### src/pkg/macrocell_map.svh
// Register offsets, field positions and reset values of the block.
// Assumes inclusion by bare name from any file that needs them.
`ifndef MACROCELL_MAP_SVH
`define MACROCELL_MAP_SVH

// Byte offsets on the register bus
`define OFS_CTRL 8'h00
`define OFS_CLKGEN 8'h04
`define OFS_SEL_LO 8'h08
`define OFS_SEL_HI 8'h0c
`define OFS_CELL_STATE 8'h10
`define OFS_PIN_STATE 8'h14
`define CELL_CFG_PAGE 2'h1

// Control word fields
`define CTRL_RUN_BIT 0
`define CTRL_SCLK_INV_BIT 1
`define CTRL_SINIT_INV_BIT 2
`define CTRL_MASK 32'h00000007

// Reset values
`define CTRL_RST 32'h00000000
`define CLKGEN_RST 32'h08040201
`define SEL_RST 32'h00000000
`define CELL_CFG_RST 32'h00000000

// Read-back masks for fields with reserved bits
`define SEL_MASK 32'h77777777
`define CELL_CFG_MASK 32'h000000ff

// Bus responses
`define RESP_OKAY 2'h0
`define RESP_SLVERR 2'h2

`endif

### src/pkg/macrocell_pkg.sv
// Types shared by the register cells, routing slices and the top.
// Assumes nothing of its surroundings.
`default_nettype none

package macrocell_pkg;

	// Clock enable source, in selector order
	typedef enum logic [1:0] {CE_INDIV, CE_INDIV_INV, CE_SHARED_CLK, CE_HIGH} ce_sel_t;

	// What the block-level init term does to a cell
	typedef enum logic [1:0] {INIT_NONE, INIT_SET, INIT_RESET, INIT_RSVD} init_mode_t;

	// Per-cell configuration word
	typedef struct packed {
		logic [23:0] unused;
		logic swap;
		logic indiv_en;
		init_mode_t mode;
		logic [1:0] clk_sel;
		ce_sel_t ce_sel;
	} cell_cfg_t;

	// Per block clock: which global clocks, and which of them inverted
	typedef struct packed {
		logic [3:0] inv;
		logic [3:0] en;
	} blk_clk_cfg_t;

	// Everything a register cell needs in one cycle
	typedef struct packed {
		logic set;
		logic rst;
		logic ce;
		logic tick;
		logic pwrup_set;
		logic d;
	} cell_ctl_t;

endpackage

`default_nettype wire

### src/logic/macrocell_ctrl_output_routing.sv
// Control steering around the 16 register cells of one logic block,
// its block clock generator, and its output routing pool.
// Assumes all pins and product terms arrive synchronous to aclk and
// that software loads configuration while the run bit is clear.
//
// Functional notes
// - Clock enable picks term, inverted term, shared clock, or high.
// - One block init term reaches every register cell.
// - Each cell may take set and reset from two own terms.
// - Swap option exchanges a cell's reset and preset sources.
// - The swap option also decides the power-up state.
// - Cells set by the block init term power up set.
// - Cells reset by it, or unconfigured, power up cleared.
// - Global clock pins are also offered as ordinary inputs.
// - A clock generator makes four block clocks for all cells.
// - Each block clock combines true or inverted global clocks.
// - A cell output can be routed to one of several I/O cells.
// - The local enable term travels beside the routed output.
// - One routing slice per I/O cell, with one select for data and enable.
// - Sixteen slices: slice k sees cells k to k+7, wrapping.
// - Eight slices: slice k sees cells 2k to 2k+7, wrapping.
// - Twelve slices start at 0,1,2,4,5,6,8,9,10,12,13,14.
// - Each slice delivers the enable of the cell its select chose.
// - Third cluster term serves as clock enable only, never as init.
// - Shared clock and shared init terms are optionally inverted.
`default_nettype none
`include "macrocell_map.svh"

module macrocell_ctrl_output_routing #(
	parameter int unsigned SLICES = 16
) (
	// Clock and reset
	input wire logic aclk,
	input wire logic aresetn,
	// AXI4-Lite write address
	input wire logic [7:0] s_axi_awaddr,
	input wire logic s_axi_awvalid,
	output logic s_axi_awready,
	// AXI4-Lite write data
	input wire logic [31:0] s_axi_wdata,
	input wire logic [3:0] s_axi_wstrb,
	input wire logic s_axi_wvalid,
	output logic s_axi_wready,
	// AXI4-Lite write response
	output logic [1:0] s_axi_bresp,
	output logic s_axi_bvalid,
	input wire logic s_axi_bready,
	// AXI4-Lite read address
	input wire logic [7:0] s_axi_araddr,
	input wire logic s_axi_arvalid,
	output logic s_axi_arready,
	// AXI4-Lite read data
	output logic [31:0] s_axi_rdata,
	output logic [1:0] s_axi_rresp,
	output logic s_axi_rvalid,
	input wire logic s_axi_rready,
	// Global clock pins
	input wire logic [3:0] gclk_pin,
	// Product terms from the array
	input wire logic [15:0] indiv_init_or_clk_en_term,
	input wire logic [15:0] indiv_set_term,
	input wire logic [15:0] indiv_reset_term,
	input wire logic [15:0] cell_oe_term,
	input wire logic shared_term_clock,
	input wire logic shared_term_init,
	input wire logic [15:0] cell_d,
	// Toward the global routing pool
	output logic [3:0] global_routing_pool_clk,
	output logic [15:0] cell_q,
	// Toward the I/O cells
	output logic [SLICES-1:0] io_out,
	output logic [SLICES-1:0] io_oe
);
	import macrocell_pkg::*;

	////////////////////////////////////////////////////////////////////
	// Register bus

	logic aw_held, w_held, wr_fire;
	logic [7:0] awaddr_reg;
	logic [31:0] wdata_reg;
	logic [3:0] wstrb_reg;
	logic [31:0] ctrl_reg;
	logic [31:0] clkgen_reg;
	logic [31:0] sel_lo_reg;
	logic [31:0] sel_hi_reg;
	cell_cfg_t cell_cfg_reg [16];
	logic run;
	logic wr_locked, wr_is_cell, wr_known;

	// Merge write data into a word by byte strobes
	function automatic logic [31:0] merge(input logic [31:0] old_w,
		input logic [31:0] new_w, input logic [3:0] strb);
		logic [31:0] res;
		res = old_w;
		for (int b = 0; b < 4; b++) begin
			if (strb[b]) begin
				res[8*b +: 8] = new_w[8*b +: 8];
			end
		end
		return res;
	endfunction

	assign run = ctrl_reg[`CTRL_RUN_BIT];
	assign wr_fire = aw_held && w_held && !s_axi_bvalid;
	assign wr_is_cell = awaddr_reg[7:6] == `CELL_CFG_PAGE && awaddr_reg[1:0] == 2'h0;
	assign wr_known = wr_is_cell || awaddr_reg == `OFS_CTRL ||
		awaddr_reg == `OFS_CLKGEN || awaddr_reg == `OFS_SEL_LO ||
		awaddr_reg == `OFS_SEL_HI;
	// Only the control word may change while the block runs
	assign wr_locked = run && awaddr_reg != `OFS_CTRL;

	// Write address channel; address and data may come in either order
	always_ff @(posedge aclk) begin
		if (!aresetn) begin
			aw_held <= 1'b0;
			s_axi_awready <= 1'b0;
		end else if (s_axi_awvalid && s_axi_awready) begin
			aw_held <= 1'b1;
			awaddr_reg <= s_axi_awaddr;
			s_axi_awready <= 1'b0;
		end else if (wr_fire) begin
			aw_held <= 1'b0;
		end else if (!aw_held && !s_axi_bvalid) begin
			s_axi_awready <= 1'b1;
		end
	end

	// Write data channel
	always_ff @(posedge aclk) begin
		if (!aresetn) begin
			w_held <= 1'b0;
			s_axi_wready <= 1'b0;
		end else if (s_axi_wvalid && s_axi_wready) begin
			w_held <= 1'b1;
			wdata_reg <= s_axi_wdata;
			wstrb_reg <= s_axi_wstrb;
			s_axi_wready <= 1'b0;
		end else if (wr_fire) begin
			w_held <= 1'b0;
		end else if (!w_held && !s_axi_bvalid) begin
			s_axi_wready <= 1'b1;
		end
	end

	// Write response; unmapped or locked words answer SLVERR
	always_ff @(posedge aclk) begin
		if (!aresetn) begin
			s_axi_bvalid <= 1'b0;
			s_axi_bresp <= `RESP_OKAY;
		end else if (wr_fire) begin
			s_axi_bvalid <= 1'b1;
			s_axi_bresp <= (wr_known && !wr_locked) ? `RESP_OKAY : `RESP_SLVERR;
		end else if (s_axi_bready) begin
			s_axi_bvalid <= 1'b0;
		end
	end

	// Block-wide configuration words
	always_ff @(posedge aclk) begin
		if (!aresetn) begin
			ctrl_reg <= `CTRL_RST;
			clkgen_reg <= `CLKGEN_RST;
			sel_lo_reg <= `SEL_RST;
			sel_hi_reg <= `SEL_RST;
		end else if (wr_fire && !wr_locked) begin
			unique case (awaddr_reg)
				`OFS_CTRL: ctrl_reg <= merge(ctrl_reg, wdata_reg, wstrb_reg) & `CTRL_MASK;
				`OFS_CLKGEN: clkgen_reg <= merge(clkgen_reg, wdata_reg, wstrb_reg);
				`OFS_SEL_LO: sel_lo_reg <= merge(sel_lo_reg, wdata_reg, wstrb_reg) & `SEL_MASK;
				`OFS_SEL_HI: sel_hi_reg <= merge(sel_hi_reg, wdata_reg, wstrb_reg) & `SEL_MASK;
				default: ;
			endcase
		end
	end

	// Per-cell configuration words, one per aligned word of the page
	always_ff @(posedge aclk) begin
		if (!aresetn) begin
			for (int i = 0; i < 16; i++) begin
				cell_cfg_reg[i] <= `CELL_CFG_RST;
			end
		end else if (wr_fire && !wr_locked && wr_is_cell) begin
			cell_cfg_reg[awaddr_reg[5:2]] <= merge(cell_cfg_reg[awaddr_reg[5:2]],
				wdata_reg, wstrb_reg) & `CELL_CFG_MASK;
		end
	end

	// Read decode for one word
	function automatic logic [31:0] read_word(input logic [7:0] a);
		logic [31:0] v;
		v = 32'h00000000;
		if (a[7:6] == `CELL_CFG_PAGE && a[1:0] == 2'h0) begin
			v = cell_cfg_reg[a[5:2]];
		end else begin
			unique case (a)
				`OFS_CTRL: v = ctrl_reg;
				`OFS_CLKGEN: v = clkgen_reg;
				`OFS_SEL_LO: v = sel_lo_reg;
				`OFS_SEL_HI: v = sel_hi_reg;
				`OFS_CELL_STATE: v = {16'h0000, cell_q};
				`OFS_PIN_STATE: v = {28'h0000000, global_routing_pool_clk};
				default: v = 32'h00000000;
			endcase
		end
		return v;
	endfunction

	// Read channel; the answer comes one cycle after the address
	always_ff @(posedge aclk) begin
		if (!aresetn) begin
			s_axi_arready <= 1'b0;
			s_axi_rvalid <= 1'b0;
			s_axi_rdata <= 32'h00000000;
			s_axi_rresp <= `RESP_OKAY;
		end else if (s_axi_arvalid && s_axi_arready) begin
			s_axi_arready <= 1'b0;
			s_axi_rvalid <= 1'b1;
			s_axi_rdata <= read_word(s_axi_araddr);
			s_axi_rresp <= (s_axi_araddr[7:6] == `CELL_CFG_PAGE ||
				s_axi_araddr <= `OFS_PIN_STATE) && s_axi_araddr[1:0] == 2'h0 ?
				`RESP_OKAY : `RESP_SLVERR;
		end else if (s_axi_rvalid && s_axi_rready) begin
			s_axi_rvalid <= 1'b0;
		end else if (!s_axi_rvalid) begin
			s_axi_arready <= 1'b1;
		end
	end

	////////////////////////////////////////////////////////////////////
	// Global clocks and block clock generator

	logic [3:0] blk_clk, blk_clk_prev_reg, blk_tick;
	logic sh_clk, sh_init;

	// Pins are handed to the routing pool as plain inputs
	always_ff @(posedge aclk) begin
		if (!aresetn) begin
			global_routing_pool_clk <= 4'h0;
		end else begin
			global_routing_pool_clk <= gclk_pin;
		end
	end

	// Each block clock is the OR of chosen pins, each true or inverted
	for (genvar k = 0; k < 4; k++) begin : g_blk_clk
		blk_clk_cfg_t cfg;
		assign cfg = clkgen_reg[8*k +: 8];
		assign blk_clk[k] = |(cfg.en & (gclk_pin ^ cfg.inv));
	end

	// Cells act on rising edges of their block clock, seen in aclk time
	always_ff @(posedge aclk) begin
		if (!aresetn) begin
			blk_clk_prev_reg <= 4'h0;
		end else begin
			blk_clk_prev_reg <= blk_clk;
		end
	end
	assign blk_tick = blk_clk & ~blk_clk_prev_reg;

	// Shared terms pass an optional inverter before reaching the cells
	assign sh_clk = shared_term_clock ^ ctrl_reg[`CTRL_SCLK_INV_BIT];
	assign sh_init = shared_term_init ^ ctrl_reg[`CTRL_SINIT_INV_BIT];

	////////////////////////////////////////////////////////////////////
	// Register cells

	for (genvar i = 0; i < 16; i++) begin : g_cell
		cell_cfg_t cfg;
		cell_ctl_t ctl;
		logic ce, set_src, rst_src, blk_set, blk_rst;

		assign cfg = cell_cfg_reg[i];

		// Clock enable selector
		always_comb begin
			unique case (cfg.ce_sel)
				CE_INDIV: ce = indiv_init_or_clk_en_term[i];
				CE_INDIV_INV: ce = ~indiv_init_or_clk_en_term[i];
				CE_SHARED_CLK: ce = sh_clk;
				CE_HIGH: ce = 1'b1;
			endcase
		end

		// Block init term reaches a cell as set or as reset only in mode INIT_SET or INIT_RESET
		assign blk_set = cfg.mode == INIT_SET && sh_init;
		assign blk_rst = cfg.mode == INIT_RESET && sh_init;

		// Own two terms are stolen only when enabled for this cell
		assign set_src = blk_set || (cfg.indiv_en && indiv_set_term[i]);
		assign rst_src = blk_rst || (cfg.indiv_en && indiv_reset_term[i]);

		// Swap exchanges the two sources, and the power-up state with them
		assign ctl.set = cfg.swap ? rst_src : set_src;
		assign ctl.rst = cfg.swap ? set_src : rst_src;
		assign ctl.pwrup_set = cfg.swap ? cfg.mode == INIT_RESET :
			cfg.mode == INIT_SET;
		assign ctl.ce = ce;
		assign ctl.tick = blk_tick[cfg.clk_sel];
		assign ctl.d = cell_d[i];

		// Cells hold their power-up state until run, standing in for the
		// still clocks the surroundings must provide after power-up
		cell_register u_cell (
			.aclk(aclk),
			.aresetn(aresetn),
			.run(run),
			.ctl(ctl),
			.q(cell_q[i])
		);
	end

	////////////////////////////////////////////////////////////////////
	// Output routing pool

	logic [63:0] slice_sel;

	assign slice_sel = {sel_hi_reg, sel_lo_reg};

	// First cell of each slice's window for the chosen slice count
	function automatic logic [3:0] window_start(input int unsigned k);
		int unsigned s;
		unique case (SLICES)
			8: s = 2 * k;
			12: s = k + k / 3;
			default: s = k;
		endcase
		return s[3:0];
	endfunction

	// One slice per I/O cell; enable rides beside the data
	for (genvar k = 0; k < SLICES; k++) begin : g_slice
		routing_slice #(
			.START(window_start(k))
		) u_slice (
			.aclk(aclk),
			.aresetn(aresetn),
			.cell_q(cell_q),
			.cell_oe(cell_oe_term),
			.sel(slice_sel[4*k +: 3]),
			.pin_out(io_out[k]),
			.pin_oe(io_oe[k])
		);
	end

endmodule // macrocell_ctrl_output_routing

`default_nettype wire

### src/logic/cell_register.sv
// One register cell with init and power-up handling.
// Assumes its control bundle is built in the same clock domain.
`default_nettype none

module cell_register (
	// Clock and reset
	input wire logic aclk,
	input wire logic aresetn,
	// Block state and controls
	input wire logic run,
	input wire macrocell_pkg::cell_ctl_t ctl,
	// Register value
	output logic q
);
	import macrocell_pkg::*;

	// Set/reset act on any edge, not only on a cell clock tick;
	// reset wins when both are asserted together
	always_ff @(posedge aclk) begin
		if (!aresetn) begin
			q <= 1'b0;
		end else if (!run) begin
			q <= ctl.pwrup_set;
		end else if (ctl.rst) begin
			q <= 1'b0;
		end else if (ctl.set) begin
			q <= 1'b1;
		end else if (ctl.tick && ctl.ce) begin
			q <= ctl.d;
		end
	end

endmodule // cell_register

`default_nettype wire

### src/logic/routing_slice.sv
// One output routing slice: an 8-wide window over the 16 cells.
// Assumes selects are static while the block runs.
`default_nettype none

module routing_slice #(
	parameter logic [3:0] START = 4'h0
) (
	// Clock and reset
	input wire logic aclk,
	input wire logic aresetn,
	// Cell outputs and their local enable terms
	input wire logic [15:0] cell_q,
	input wire logic [15:0] cell_oe,
	input wire logic [2:0] sel,
	// Toward the I/O cell
	output logic pin_out,
	output logic pin_oe
);
	import macrocell_pkg::*;

	logic [3:0] pick;

	// Window wraps modulo 16 by the 4-bit sum
	assign pick = START + {1'b0, sel};

	// The enable follows the very cell chosen for the data
	always_ff @(posedge aclk) begin
		if (!aresetn) begin
			pin_out <= 1'b0;
			pin_oe <= 1'b0;
		end else begin
			pin_out <= cell_q[pick];
			pin_oe <= cell_oe[pick];
		end
	end

endmodule // routing_slice

`default_nettype wire

### config.mk
export PLATFORM = sky130hd
export DESIGN_NAME = macrocell_ctrl_output_routing
export DESIGN_NICKNAME = d
export VERILOG_FILES = /design/src/pkg/macrocell_pkg.sv /design/src/logic/macrocell_ctrl_output_routing.sv /design/src/logic/cell_register.sv /design/src/logic/routing_slice.sv
export VERILOG_INCLUDE_DIRS = /design/src /design/src/pkg
export SDC_FILE = /design/constraint.sdc
export NUM_CORES = 1
export LEC_CHECK = 0
export ABC_AREA = 1
export BUFFER_PORTS_ARGS = -buffer_cell sky130_fd_sc_hd__buf_2
export CORE_MARGIN = 2
export CORE_UTILIZATION = 36
export DETAILED_ROUTE_END_ITERATION = 12
export PLACE_DENSITY = 0.53
export SLEW_MARGIN = 20
export SYNTH_ARGS = -nofsm -noshare
export SYNTH_HDL_FRONTEND = slang
export SYNTH_SLANG_ARGS = --single-unit
export TNS_END_PERCENT = 30
### constraint.sdc
create_clock -name aclk -period 5.15 [get_ports aclk]
set_input_delay 0.7725 -clock aclk [delete_from_list [all_inputs] [get_ports aclk]]
set_output_delay 0.7725 -clock aclk [all_outputs]
set_load 0.1 [all_outputs]
* Word level (Yosys, flattened, before mapping)
Memory sizes are Yosys's and may differ from the RTL's.
Cells that the tools add are included.
** Cells by class
- Divide/modulo/power cells :: 0
- Multiply operators :: 0
- $add $sub $neg :: 15
- Reduce and logical (&&, ||, !) cells :: 188
- Equal/unequal tests :: 107
- Bitwise gates (word level) :: 32
- $lt $le $gt $ge :: 33
- Multiplexer cells :: 245
- Shift operators :: 0
** Operators with widths (number)
- $pmux W32 S6 :: 1
- $mux W1 :: 172
- $bmux W1 S4 :: 30
- $eq A2 B2 Y1 const B :: 48
- $logic_and A1 B1 Y1 :: 95
- $lt A4 B5 Y1 const B :: 15
- $eq A2 B1 Y1 const B :: 34
- $ne A4 B1 Y1 const B :: 16
- $pmux W1 S4 :: 16
- $lt A2 B3 Y1 const B :: 16
- $reduce_and A3 Y1 :: 13
- $logic_or A1 B1 Y1 :: 37
- $logic_not A2 Y1 :: 18
- $add A4 B3 Y4 const A :: 8
- $bmux W1 S2 :: 16
- $eq A8 B4 Y1 const B :: 4
- $mux W32 :: 1
- $mux W8 :: 4
- $and A4 B4 Y4 :: 5
- $not A1 Y1 :: 20
- $add A3 B3 Y4 const A :: 4
- $eq A8 B3 Y1 const B :: 2
- $eq A8 B5 Y1 const B :: 2
- $logic_not A8 Y1 :: 2
- 18 further kinds :: 41
** Storage, ports and cells
- Memories :: 1
- Input port bits :: 145
- Word-level logic and storage cells :: 697
- Output and inout port bits :: 93
- Bits in read-only memories :: 0
- Register bits after elaboration :: 226
- Memory bits (writable) :: 128
- Latch bits :: 0
** Memories
- cell_cfg_reg :: depth 16, bits a word 8, rd ports 17, clocked after Yosys merged registers in 0, wr ports 16, line macrocell_ctrl_output_routing.sv:87 : cell_cfg_t cell_cfg_reg [16];

* Longest topological paths before layout
Gate-level depths: netlist of run 1.
- Word-level depth :: 11
- Depth in mapped cells :: 15
- Depth with buffers taken out :: 14

* Hierarchy
From an unflattened synthesis of run 1, not the netlist that was laid out.
** Second synthesis, totals
- Cells, all modules :: 3602
- Area, all modules :: 23323.6 um^2
** Modules (own cells, without submodules)
- macrocell_ctrl_output_routing :: cells each 1958, seq. area each 7807.5 um^2, times used 1, area each 15130.8 um^2
- routing_slice at g_slice[15].u_slice ... :: cells each 110, seq. area each 40.0 um^2, times used 2, area each 549.3 um^2
- routing_slice at g_slice[0].u_slice ... :: cells each 55, seq. area each 40.0 um^2, times used 4, area each 271.5 um^2
- routing_slice at g_slice[11].u_slice ... :: cells each 109, seq. area each 40.0 um^2, times used 2, area each 525.5 um^2
- routing_slice at g_slice[13].u_slice ... :: cells each 108, seq. area each 40.0 um^2, times used 2, area each 518.0 um^2
- routing_slice at g_slice[1].u_slice ... :: cells each 108, seq. area each 40.0 um^2, times used 2, area each 515.5 um^2
- cell_register :: cells each 10, seq. area each 20.0 um^2, times used 16, area each 63.8 um^2
- routing_slice at g_slice[14].u_slice ... :: cells each 99, seq. area each 40.0 um^2, times used 2, area each 467.9 um^2
- routing_slice at g_slice[10].u_slice ... :: cells each 98, seq. area each 40.0 um^2, times used 2, area each 466.7 um^2

* Worst setup path before layout of run 1
No wires, ideal clock.
- Path kind :: input port to flip-flop
- Start :: in aresetn
- End :: reg wdata_reg[0] (enable)
- Path buffers :: 2
- Arrival :: 2.863 ns
- Stages on the path :: 4
- Setup slack :: 1.856 ns
- Required time :: 4.719 ns
- Library setup time :: 0.431 ns
- Cells stage by stage :: clkbuf_1 inv_1 clkbuf_1 nor2_1
** Between the ends
- Word-level cells in the longest chain between the ends :: 1
** Ends and longest elaborated chain
- from (decl) :: line macrocell_ctrl_output_routing.sv:34 : input wire logic aresetn,
- $reduce_and A2 Y1 (no source line)
- to (signal assigned) :: line macrocell_ctrl_output_routing.sv:136 : wdata_reg <= s_axi_wdata;
- to (decl) :: line macrocell_ctrl_output_routing.sv:81 : logic [31:0] wdata_reg;
Every way passes these cells.
A chain may end at the register's enable or synchronous reset.

==> out/summary.txt, run 1 <==
=================================================================================================
Cell depth of the worst hold path                                                               1
Number of buffers inserted for hold repair after clock tree synthesis                           0
Clock transition at the registers of the reported paths                                     60 ps
Critical path start-end classification                                               register to register
Number of distinct library cell variants in the gate-level netlist after synthesis             37
Area overhead of the layout relative to synthesis                                          13.81%
Number of iterations in the first detailed-routing pass                                         7
Number of hold-slack violations in the final timing report                                      0
Portion of total power attributed to sequential cells                                       43.6%
Area taken by multi-input logic gates                                                 0.01000 mm2
Net switching power of the design                                                        1.991 mW
DP Wirelength                                                                           66,780 um
Cell-internal power                                                                      5.128 mW
Endpoint type of the worst setup path                                                    register
CP dominant cell by count                                                                 nand2_1
Antenna violations before repair                                                                2
CTS root buf                                                                            clkbuf_16
Power Dens Cells                                                                     302.9 mW/mm2
Reg-to-reg setup timing slack                                                             1660 ps
Worst Path Max Fanout                                                                           9
Via-to-Cell Ratio                                                                           5.780
CTS Buffer Depth                                                                                3
Top achievable clock speed                                                              286.6 MHz
Post-synth EDFFs                                                                              172
Leading post-synthesis cells by cell area                                            edfxtp_1 25%, dfxtp_1 17%, nand2_1 11%, a21oi_1 10%, o21ai_0 9.5%
Wire length of the first global-routing pass                                           131,600 um
Worst hold-check path type                                                           input port to register
Leakage                                                                                  9.318 nW
Pin slew with the least headroom to its limit                                             1081 ps
Number of cells upsized or downsized after cts                                                  0
Detail-routed net length per standard cell                                               24.14 um
Post-Synthesis Cells                                                                        2,901
Share of Yosys cell area claimed by the top area cell type                                 25.01%
Weighted congestion at the end of routability-driven global placement                      0.9773
Sequential element share of the synthesized area                                           42.46%
Seq cells post-synth                                                                          352
DRT Wirelength                                                                          91,580 um
Number of synthesis warnings                                                                    0
Number of levels the H-tree was split into                                                      2
Sink count of the clock tree                                                                  352
Std-Cell Core Area                                                                    0.05660 mm2
Total grt overflow                                                                              0
Max cap viols                                                                                   0
Fill count                                                                                  5,881
Max_slew headroom                                                                          27.49%
Fraction of the core area covered by cells at the end of the flow                          41.52%
Async S/R FF share, synth                                                                      0%
Final #Nets                                                                                 3,162
Maximum number of pins on one net before global-route repair                                   67
Clock tree from TritonCTS                                                                     yes
Status                                                                                  completed
Reg2Reg Depth                                                                                  11
Hold Startpoint                                                                      s_axi_wdata[1]
Required time at the endpoint of the critical path                                        5380 ps
Cell Rows                                                                                      87
Width of the die                                                                         243.5 um
WP data arrival                                                                           3720 ps
Hold EP                                                                              wdata_reg[1]
Full die area                                                                         0.05929 mm2
RSZ-0062 raised after global routing                                                           no
Finish-stage setup viols                                                                        0
Net switching fraction of the power                                                        27.97%
Most used flip-flop cell after synthesis                                                  dfxtp_1
All-Layer GR Usage                                                                         29.78%
Max Slew Vio Count                                                                              0
Post-CTS Repair Setup Buffers                                                                   0
Sequence of cells on the critical path                                               nor2_2, nand2_1, nor2_2, nand2_1, a21oi_2, nand2_1, inv_2, nand3_2, nor2_2, nand2_1, nand2_1
RR Endpoint                                                                          cell_cfg_reg[5][5]
Clock network power share                                                                   45.4%
Final worst path period need                                                              3489 ps
Vertical extent of the die                                                               243.5 um
Final clock skew                                                                         35.17 ps
Startpoint of the lowest-slack register-to-register path                             awaddr_reg[4]
DR DRC count                                                                                    0
Worst-path cell with the longest stage delay                                               nor2_2
Yosys top cell by area                                                                   edfxtp_1
Setup TNS                                                                                    0 ps
Fraction of power consumed by combinational cells                                           11.0%
Seq. cell area                                                                       0.008768 mm2
Crit-path leading delay family                                                       simple AND/OR/NAND/NOR gates
Routed vias                                                                                21,930
Portion of the clock cycle consumed by the worst path in the final layout                  67.74%
Initial standard-cell utilization of the core                                              36.48%
Port Buffers                                                                                  235
DRT iter0 DRCs                                                                              3,097
Buf+Inv Stages, Crit Path                                                                       1
Antenna Violating Nets Remaining                                                                0
Layout cells sized above 1                                                                 11.55%
Peak supply drop                                                                        0.2170 mV
Ant diodes                                                                                      0
Number of global-route vias before repair                                                  19,860
Worst-skew pair later-pin latency                                                          600 ps
Number of top-level pins                                                                      238
CTS Buf Count                                                                                  41
Cell area after synthesis                                                             0.02065 mm2
Post-synthesis area per instance                                                        7.119 um2
Crit path launch type                                                                    register
Flip-flop count of the largest register after layout                                          128
Slowest Stage Delay on Critical Path                                                       450 ps
=================================================================================================
[Yosys cell counts (2+ instances only)]
| cell type | instances |
|---|---|
| a21boi_0 | 18 |
| dfxtp_1 | 180 |
| o2111ai_1 | 7 |
| edfxtp_1 | 172 |
| clkbuf_1 | 135 |
| o221ai_1 | 16 |
| nor3_1 | 4 |
| nand4_1 | 11 |
| nand2_1 | 599 |
| a22oi_1 | 14 |
| a211oi_1 | 33 |
| a21o_1 | 3 |
| or2_2 | 16 |
| xor2_1 | 5 |
| buf_4 | 50 |
| inv_1 | 244 |
| nor2_1 | 212 |
| ha_1 | 12 |
| nand3_1 | 258 |
| o211ai_1 | 9 |
| o21a_1 | 3 |
| a31o_2 | 2 |
| a21oi_1 | 421 |
| buf_1 | 4 |
| nor2_2 | 5 |
| a31oi_1 | 8 |
| o21ai_0 | 391 |
| o22ai_1 | 26 |
| nand2_2 | 4 |
| xnor2_1 | 5 |
| clkinv_1 | 28 |
[worst max path at each step]
stage / from / to / slack, ps / depth (start not counted)
finish: awaddr_reg[4] / cell_cfg_reg[5][5] / 1660 / 11
global route: awaddr_reg[4] / cell_cfg_reg[1][5] / 1490 / 11
CTS: awaddr_reg[4] / cell_cfg_reg[5][7] / 1760 / 11
detailed placement: s_axi_araddr[3] / s_axi_rdata[9] / 1720 / 10
global placement: s_axi_araddr[3] / s_axi_rdata[9] / 1730 / 10
floorplan: aresetn / wdata_reg[0] / 1860 / 4
[routing by layer]
metal  track usage, %  wire, um  up-vias  part of all wire [%]
met2            45.24     39440     1345                    43
li1                 -         -    10120                     -
met5                0         0        -                     0
met1            41.77     38590    10260                    42
met4            10.83      3495        0                   3.8
met3            6.048     10060      214                    11
[layout make-up]
class                   instances  area share (%)
clock buffers                  55           4.940
well taps                     756           4.024
inverters                     273           4.360
repair buffers                249           5.462
clock inverters                21           1.347
multi-input cells            2088           42.56
flip-flops and latches        352           37.31
[stage by stage]
step	power, mW	instances	worst slack, ps	area [um2]	hold slack [ps]
global placement	3.916	3718	1734	22030	454.4
CTS	7.134	3794	1765	23500	325.7
global route	7.303	3794	1486	23500	341.9
floorplan	3.612	2902	1856	20650	437.4
detailed placement	3.923	3718	1720	22030	462.5
finish	7.118	3794	1661	23500	348.7
[cell families (layout without fill, tap and decap cells)]
kind of cell | count (synthesis) | after routing | synth area share (%)
AOI/OAI and AO/OA | 953 | 953 | 24.76
xor gates and xnor gates | 10 | 10 | 0.4241
adders and majority gates | 12 | 12 | 0.7270
and+or+nand+nor | 1111 | 1111 | 22.31
other | 1 | 2 | 0.01816
buffers and inverters | 462 | 598 | 9.306
DFF | 352 | 352 | 42.46
[power by group through the flow]
stage          Sequential [mW]  Combinational [mW]  Clock [mW]
6_report                  3.10               0.782        3.23
5_1_grt                   3.11               0.825        3.37
4_1_cts                   3.10               0.767        3.27
3_5_place_dp              3.16               0.765           0
3_3_place_gp              3.16               0.758           0
2_1_floorplan             3.15               0.467           0
[placed cells by master, fill, tap and decap left out, drive strengths merged]
cell	netlist	routed
nand2	603	603
a21oi	422	422
o21ai	391	391
nand3	259	259
buf	54	249
inv	245	247
nor2	217	217
dfxtp	180	180
edfxtp	172	172
clkbuf	135	55
clkinv	28	39
a211oi	33	33
o22ai	26	26
a21boi	18	18
or2	16	16
o221ai	16	16
a22oi	14	14
ha	12	12
nand4	11	11
o211ai	9	9
a31oi	8	8
o2111ai	7	7
bufinv	0	7
nor3	5	5
xnor2	5	5
xor2	5	5
o21a	3	3
a21o	3	3
a31o	2	2
conb	1	2
o31ai	1	1
clkinvlp	0	1
Note: power is estimated with default switching activity, not from simulation.
==> inputs of run 2 (changes only) <==
--- a/config.mk
+++ b/config.mk
@@ -11,7 +11,7 @@
 export CORE_MARGIN = 2
 export CORE_UTILIZATION = 36
 export DETAILED_ROUTE_END_ITERATION = 12
-export PLACE_DENSITY = 0.53
+export PLACE_DENSITY = 0.55
 export SLEW_MARGIN = 20
 export SYNTH_ARGS = -nofsm -noshare
 export SYNTH_HDL_FRONTEND = slang
==> constraint.sdc (replaced) <==
create_clock -name aclk -period 3 [get_ports aclk]
set_input_delay 0.45 -clock aclk [delete_from_list [all_inputs] [get_ports aclk]]
set_output_delay 0.45 -clock aclk [all_outputs]
set_load 0.1 [all_outputs]
==> run 2 against run 1 <==
Compared with the run above:
- sequential cell count is the same
- first-iteration DRC count shrank 7.4%
- sequential share of layout area shrank 0.79 points
- global-route usage shrank 0.34 points
- core utilization grew 0.89 points
- clock power grew 57%
- combinational power grew 83%
- critical path depth grew 1
- fmax grew 25%
- cell count grew 2.2%
- die area is the same
- largest cell class unchanged
==> out/summary.txt, run 2 (synthesis results as in run 1) <==
========================================================================================
Status                                                                         completed   unchanged
CTS Buffer Depth                                                                       3   unchanged
Wire length of the first global-routing pass                                  130,600 um   was 131,600 um
Post-Layout Cell Count                                                             3,879   was 3,794
Power Dens Cells                                                            490.4 mW/mm2   was 302.9 mW/mm2
DR DRC count                                                                           0   unchanged
Net switching power of the design                                               3.445 mW   was 1.991 mW
Layout cells sized above 1                                                        13.90%   was 11.55%
Width of the die                                                                243.5 um   unchanged
Detail-routed net length per standard cell                                      23.43 um   was 24.14 um
Maximum number of pins on one net before global-route repair                          94   was 67
Endpoint type of the worst setup path                                           register   unchanged
Finish-stage setup viols                                                               0   unchanged
Total grt overflow                                                                     0   unchanged
WP data arrival                                                                  3040 ps   was 3720 ps
Fraction of the core area covered by cells at the end of the flow                 42.42%   was 41.52%
Initial standard-cell utilization of the core                                     36.48%   unchanged
Antenna violations before repair                                                       3   was 2
All-Layer GR Usage                                                                29.44%   was 29.78%
Number of hold-slack violations in the final timing report                             0   unchanged
Setup TNS                                                                           0 ps   unchanged
Area overhead of the layout relative to synthesis                                 16.26%   was 13.81%
Crit path launch type                                                           register   unchanged
Number of levels the H-tree was split into                                             2   unchanged
Routed length on met2                                                          40,450 um   was 39,440 um
Leakage                                                                         9.633 nW   was 9.318 nW
Portion of the clock cycle consumed by the worst path in the final layout         93.11%   was 67.74%
Std-Cell Core Area                                                           0.05660 mm2   unchanged
M1 wire length                                                                 37,480 um   was 38,590 um
Antenna Violating Nets Remaining                                                       0   unchanged
Final worst path period need                                                     2793 ps   was 3489 ps
Required time at the endpoint of the critical path                               3250 ps   was 5380 ps
DP Wirelength                                                                  67,180 um   was 66,780 um
Number of global-route vias before repair                                         20,190   was 19,860
Most common library cell in the layout ignoring fill and taps                    nand2_1   unchanged
Pin slew with the least headroom to its limit                                   986.3 ps   was 1081 ps
Post-Place Setup Slack                                                          181.5 ps   was 1720 ps
DRT iter0 DRCs                                                                     2,867   was 3,097
Number of top-level pins                                                             238   unchanged
Top routing layer in use                                                            met4   unchanged
Fraction of power consumed by combinational cells                                  12.2%   was 11.0%
RSZ-0062 raised after global routing                                                 yes   was no
Port Buffers                                                                         235   unchanged
Vertical extent of the die                                                      243.5 um   unchanged
Cell-internal power                                                             8.330 mW   was 5.128 mW
Clock transition at the registers of the reported paths                            70 ps   was 60 ps
Pwr Total                                                                       11.78 mW   was 7.118 mW
Weighted congestion at the end of routability-driven global placement             0.9992   was 0.9773
Full die area                                                                0.05929 mm2   unchanged
Top achievable clock speed                                                     358.0 MHz   was 286.6 MHz
Final Cell Area                                                              0.02401 mm2   was 0.02350 mm2
Final clock skew                                                                25.36 ps   was 35.17 ps
Post-CTS Repair Setup Buffers                                                          0   unchanged
Fill count                                                                         5,847   was 5,881
CTS Buf Count                                                                         42   was 41
Cell Rows                                                                             87   unchanged
Clock tree from TritonCTS                                                            yes   unchanged
Worst-skew pair later-pin latency                                                 590 ps   was 600 ps
Worst Path Max Fanout                                                                  8   was 9
Max cap viols                                                                          0   unchanged
Via-to-Cell Ratio                                                                  5.731   was 5.780
Wire length on met3                                                              8827 um   was 10,060 um
Sink count of the clock tree                                                         352   unchanged
Clock network power share                                                          43.0%   was 45.4%
Top library cells by usage in the layout, fill and taps aside               598 x nand2_1, 421 x a21oi_1, 391 x o21ai_0   was 599 x nand2_1, 421 x a21oi_1, 391 x o21ai_0
Number of iterations in the first detailed-routing pass                                8   was 7
Hold_ws                                                                         50.75 ps   was 348.7 ps
Portion of total power attributed to sequential cells                              44.9%   was 43.6%
Area after detailed placement                                                0.02264 mm2   was 0.02203 mm2
Critical path start-end classification                                      register to register   unchanged
Worst hold-check path type                                                  input port to register   unchanged
Final #Nets                                                                        3,247   was 3,162
CTS root buf                                                                   clkbuf_16   unchanged
Slack of the critical path                                                      206.8 ps   was 1661 ps
Net switching fraction of the power                                               29.26%   was 27.97%
Flip-flop count of the largest register after layout                                 128   unchanged
DRT Wirelength                                                                 90,870 um   was 91,580 um
Max_slew headroom                                                                 34.17%   was 27.49%
Max Slew Vio Count                                                                     0   unchanged
Placed instance count                                                              3,801   was 3,718
Peak supply drop                                                               0.3643 mV   was 0.2170 mV
Routed vias                                                                       22,230   was 21,930
========================================================================================
## run 2: final timing paths
path / startpoint / to / slack (ps) / cells after the start
setup / recovery: awaddr_reg[4] / cell_cfg_reg[0][5] / 210 / 12
hold / removal: s_axi_wdata[13] / wdata_reg[13] / 50 / 1
setup reg to reg: awaddr_reg[4] / cell_cfg_reg[0][5] / 210 / 12
hold reg to reg: s_axi_rdata[16] / s_axi_rdata[16] / 470 / 2
## run 2: critical path, cell delays in order, from the launching register on
cell	delay [ps]
edfxtp_1	430
nor2_2	150
nand2_1	120
nor2_2	150
nand2_1	100
a21oi_2	190
nand2_1	130
inv_2	110
nand3_2	180
nor3_4	350
buf_4	210
nand2_2	60
nand2_1	290
## run 2: power groups by stage
| stage | clock, mW | combinational [mW] | sequential, mW |
|---|---|---|---|
| floorplan | 0 | 0.802 | 5.40 |
| global placement | 0 | 1.39 | 5.38 |
| detailed placement | 0 | 1.40 | 5.38 |
| CTS | 5.11 | 1.41 | 5.28 |
| global route | 5.29 | 1.51 | 5.29 |
| finish | 5.06 | 1.43 | 5.28 |
## run 2: cell type report
cell class | instances | area, um2 | share of cell area (%)
multi-input cells | 2088 | 9992 | 41.62
well taps | 756 | 945.9 | 3.940
inverters | 273 | 1025 | 4.268
diodes | 1 | 2.502 | 0.01042
clock buffers | 53 | 1112 | 4.633
repair buffers | 333 | 1947 | 8.109
flip-flops and latches | 352 | 8768 | 36.52
clock inverters | 23 | 216.5 | 0.9016
## run 2: layer usage
| layer | global-route usage (%) | up-vias |
|---|---|---|
| met5 | 0 | - |
| met4 | 12.80 | 0 |
| met3 | 5.365 | 229 |
| met2 | 45.95 | 1260 |
| met1 | 39.85 | 10450 |
| li1 | - | 10290 |
## run 2: repair_timing
item | in CTS | in global routing
setup endpoints to repair | 0 | 16
resized for setup | 0 | 2
hold buffers | 0 | 0
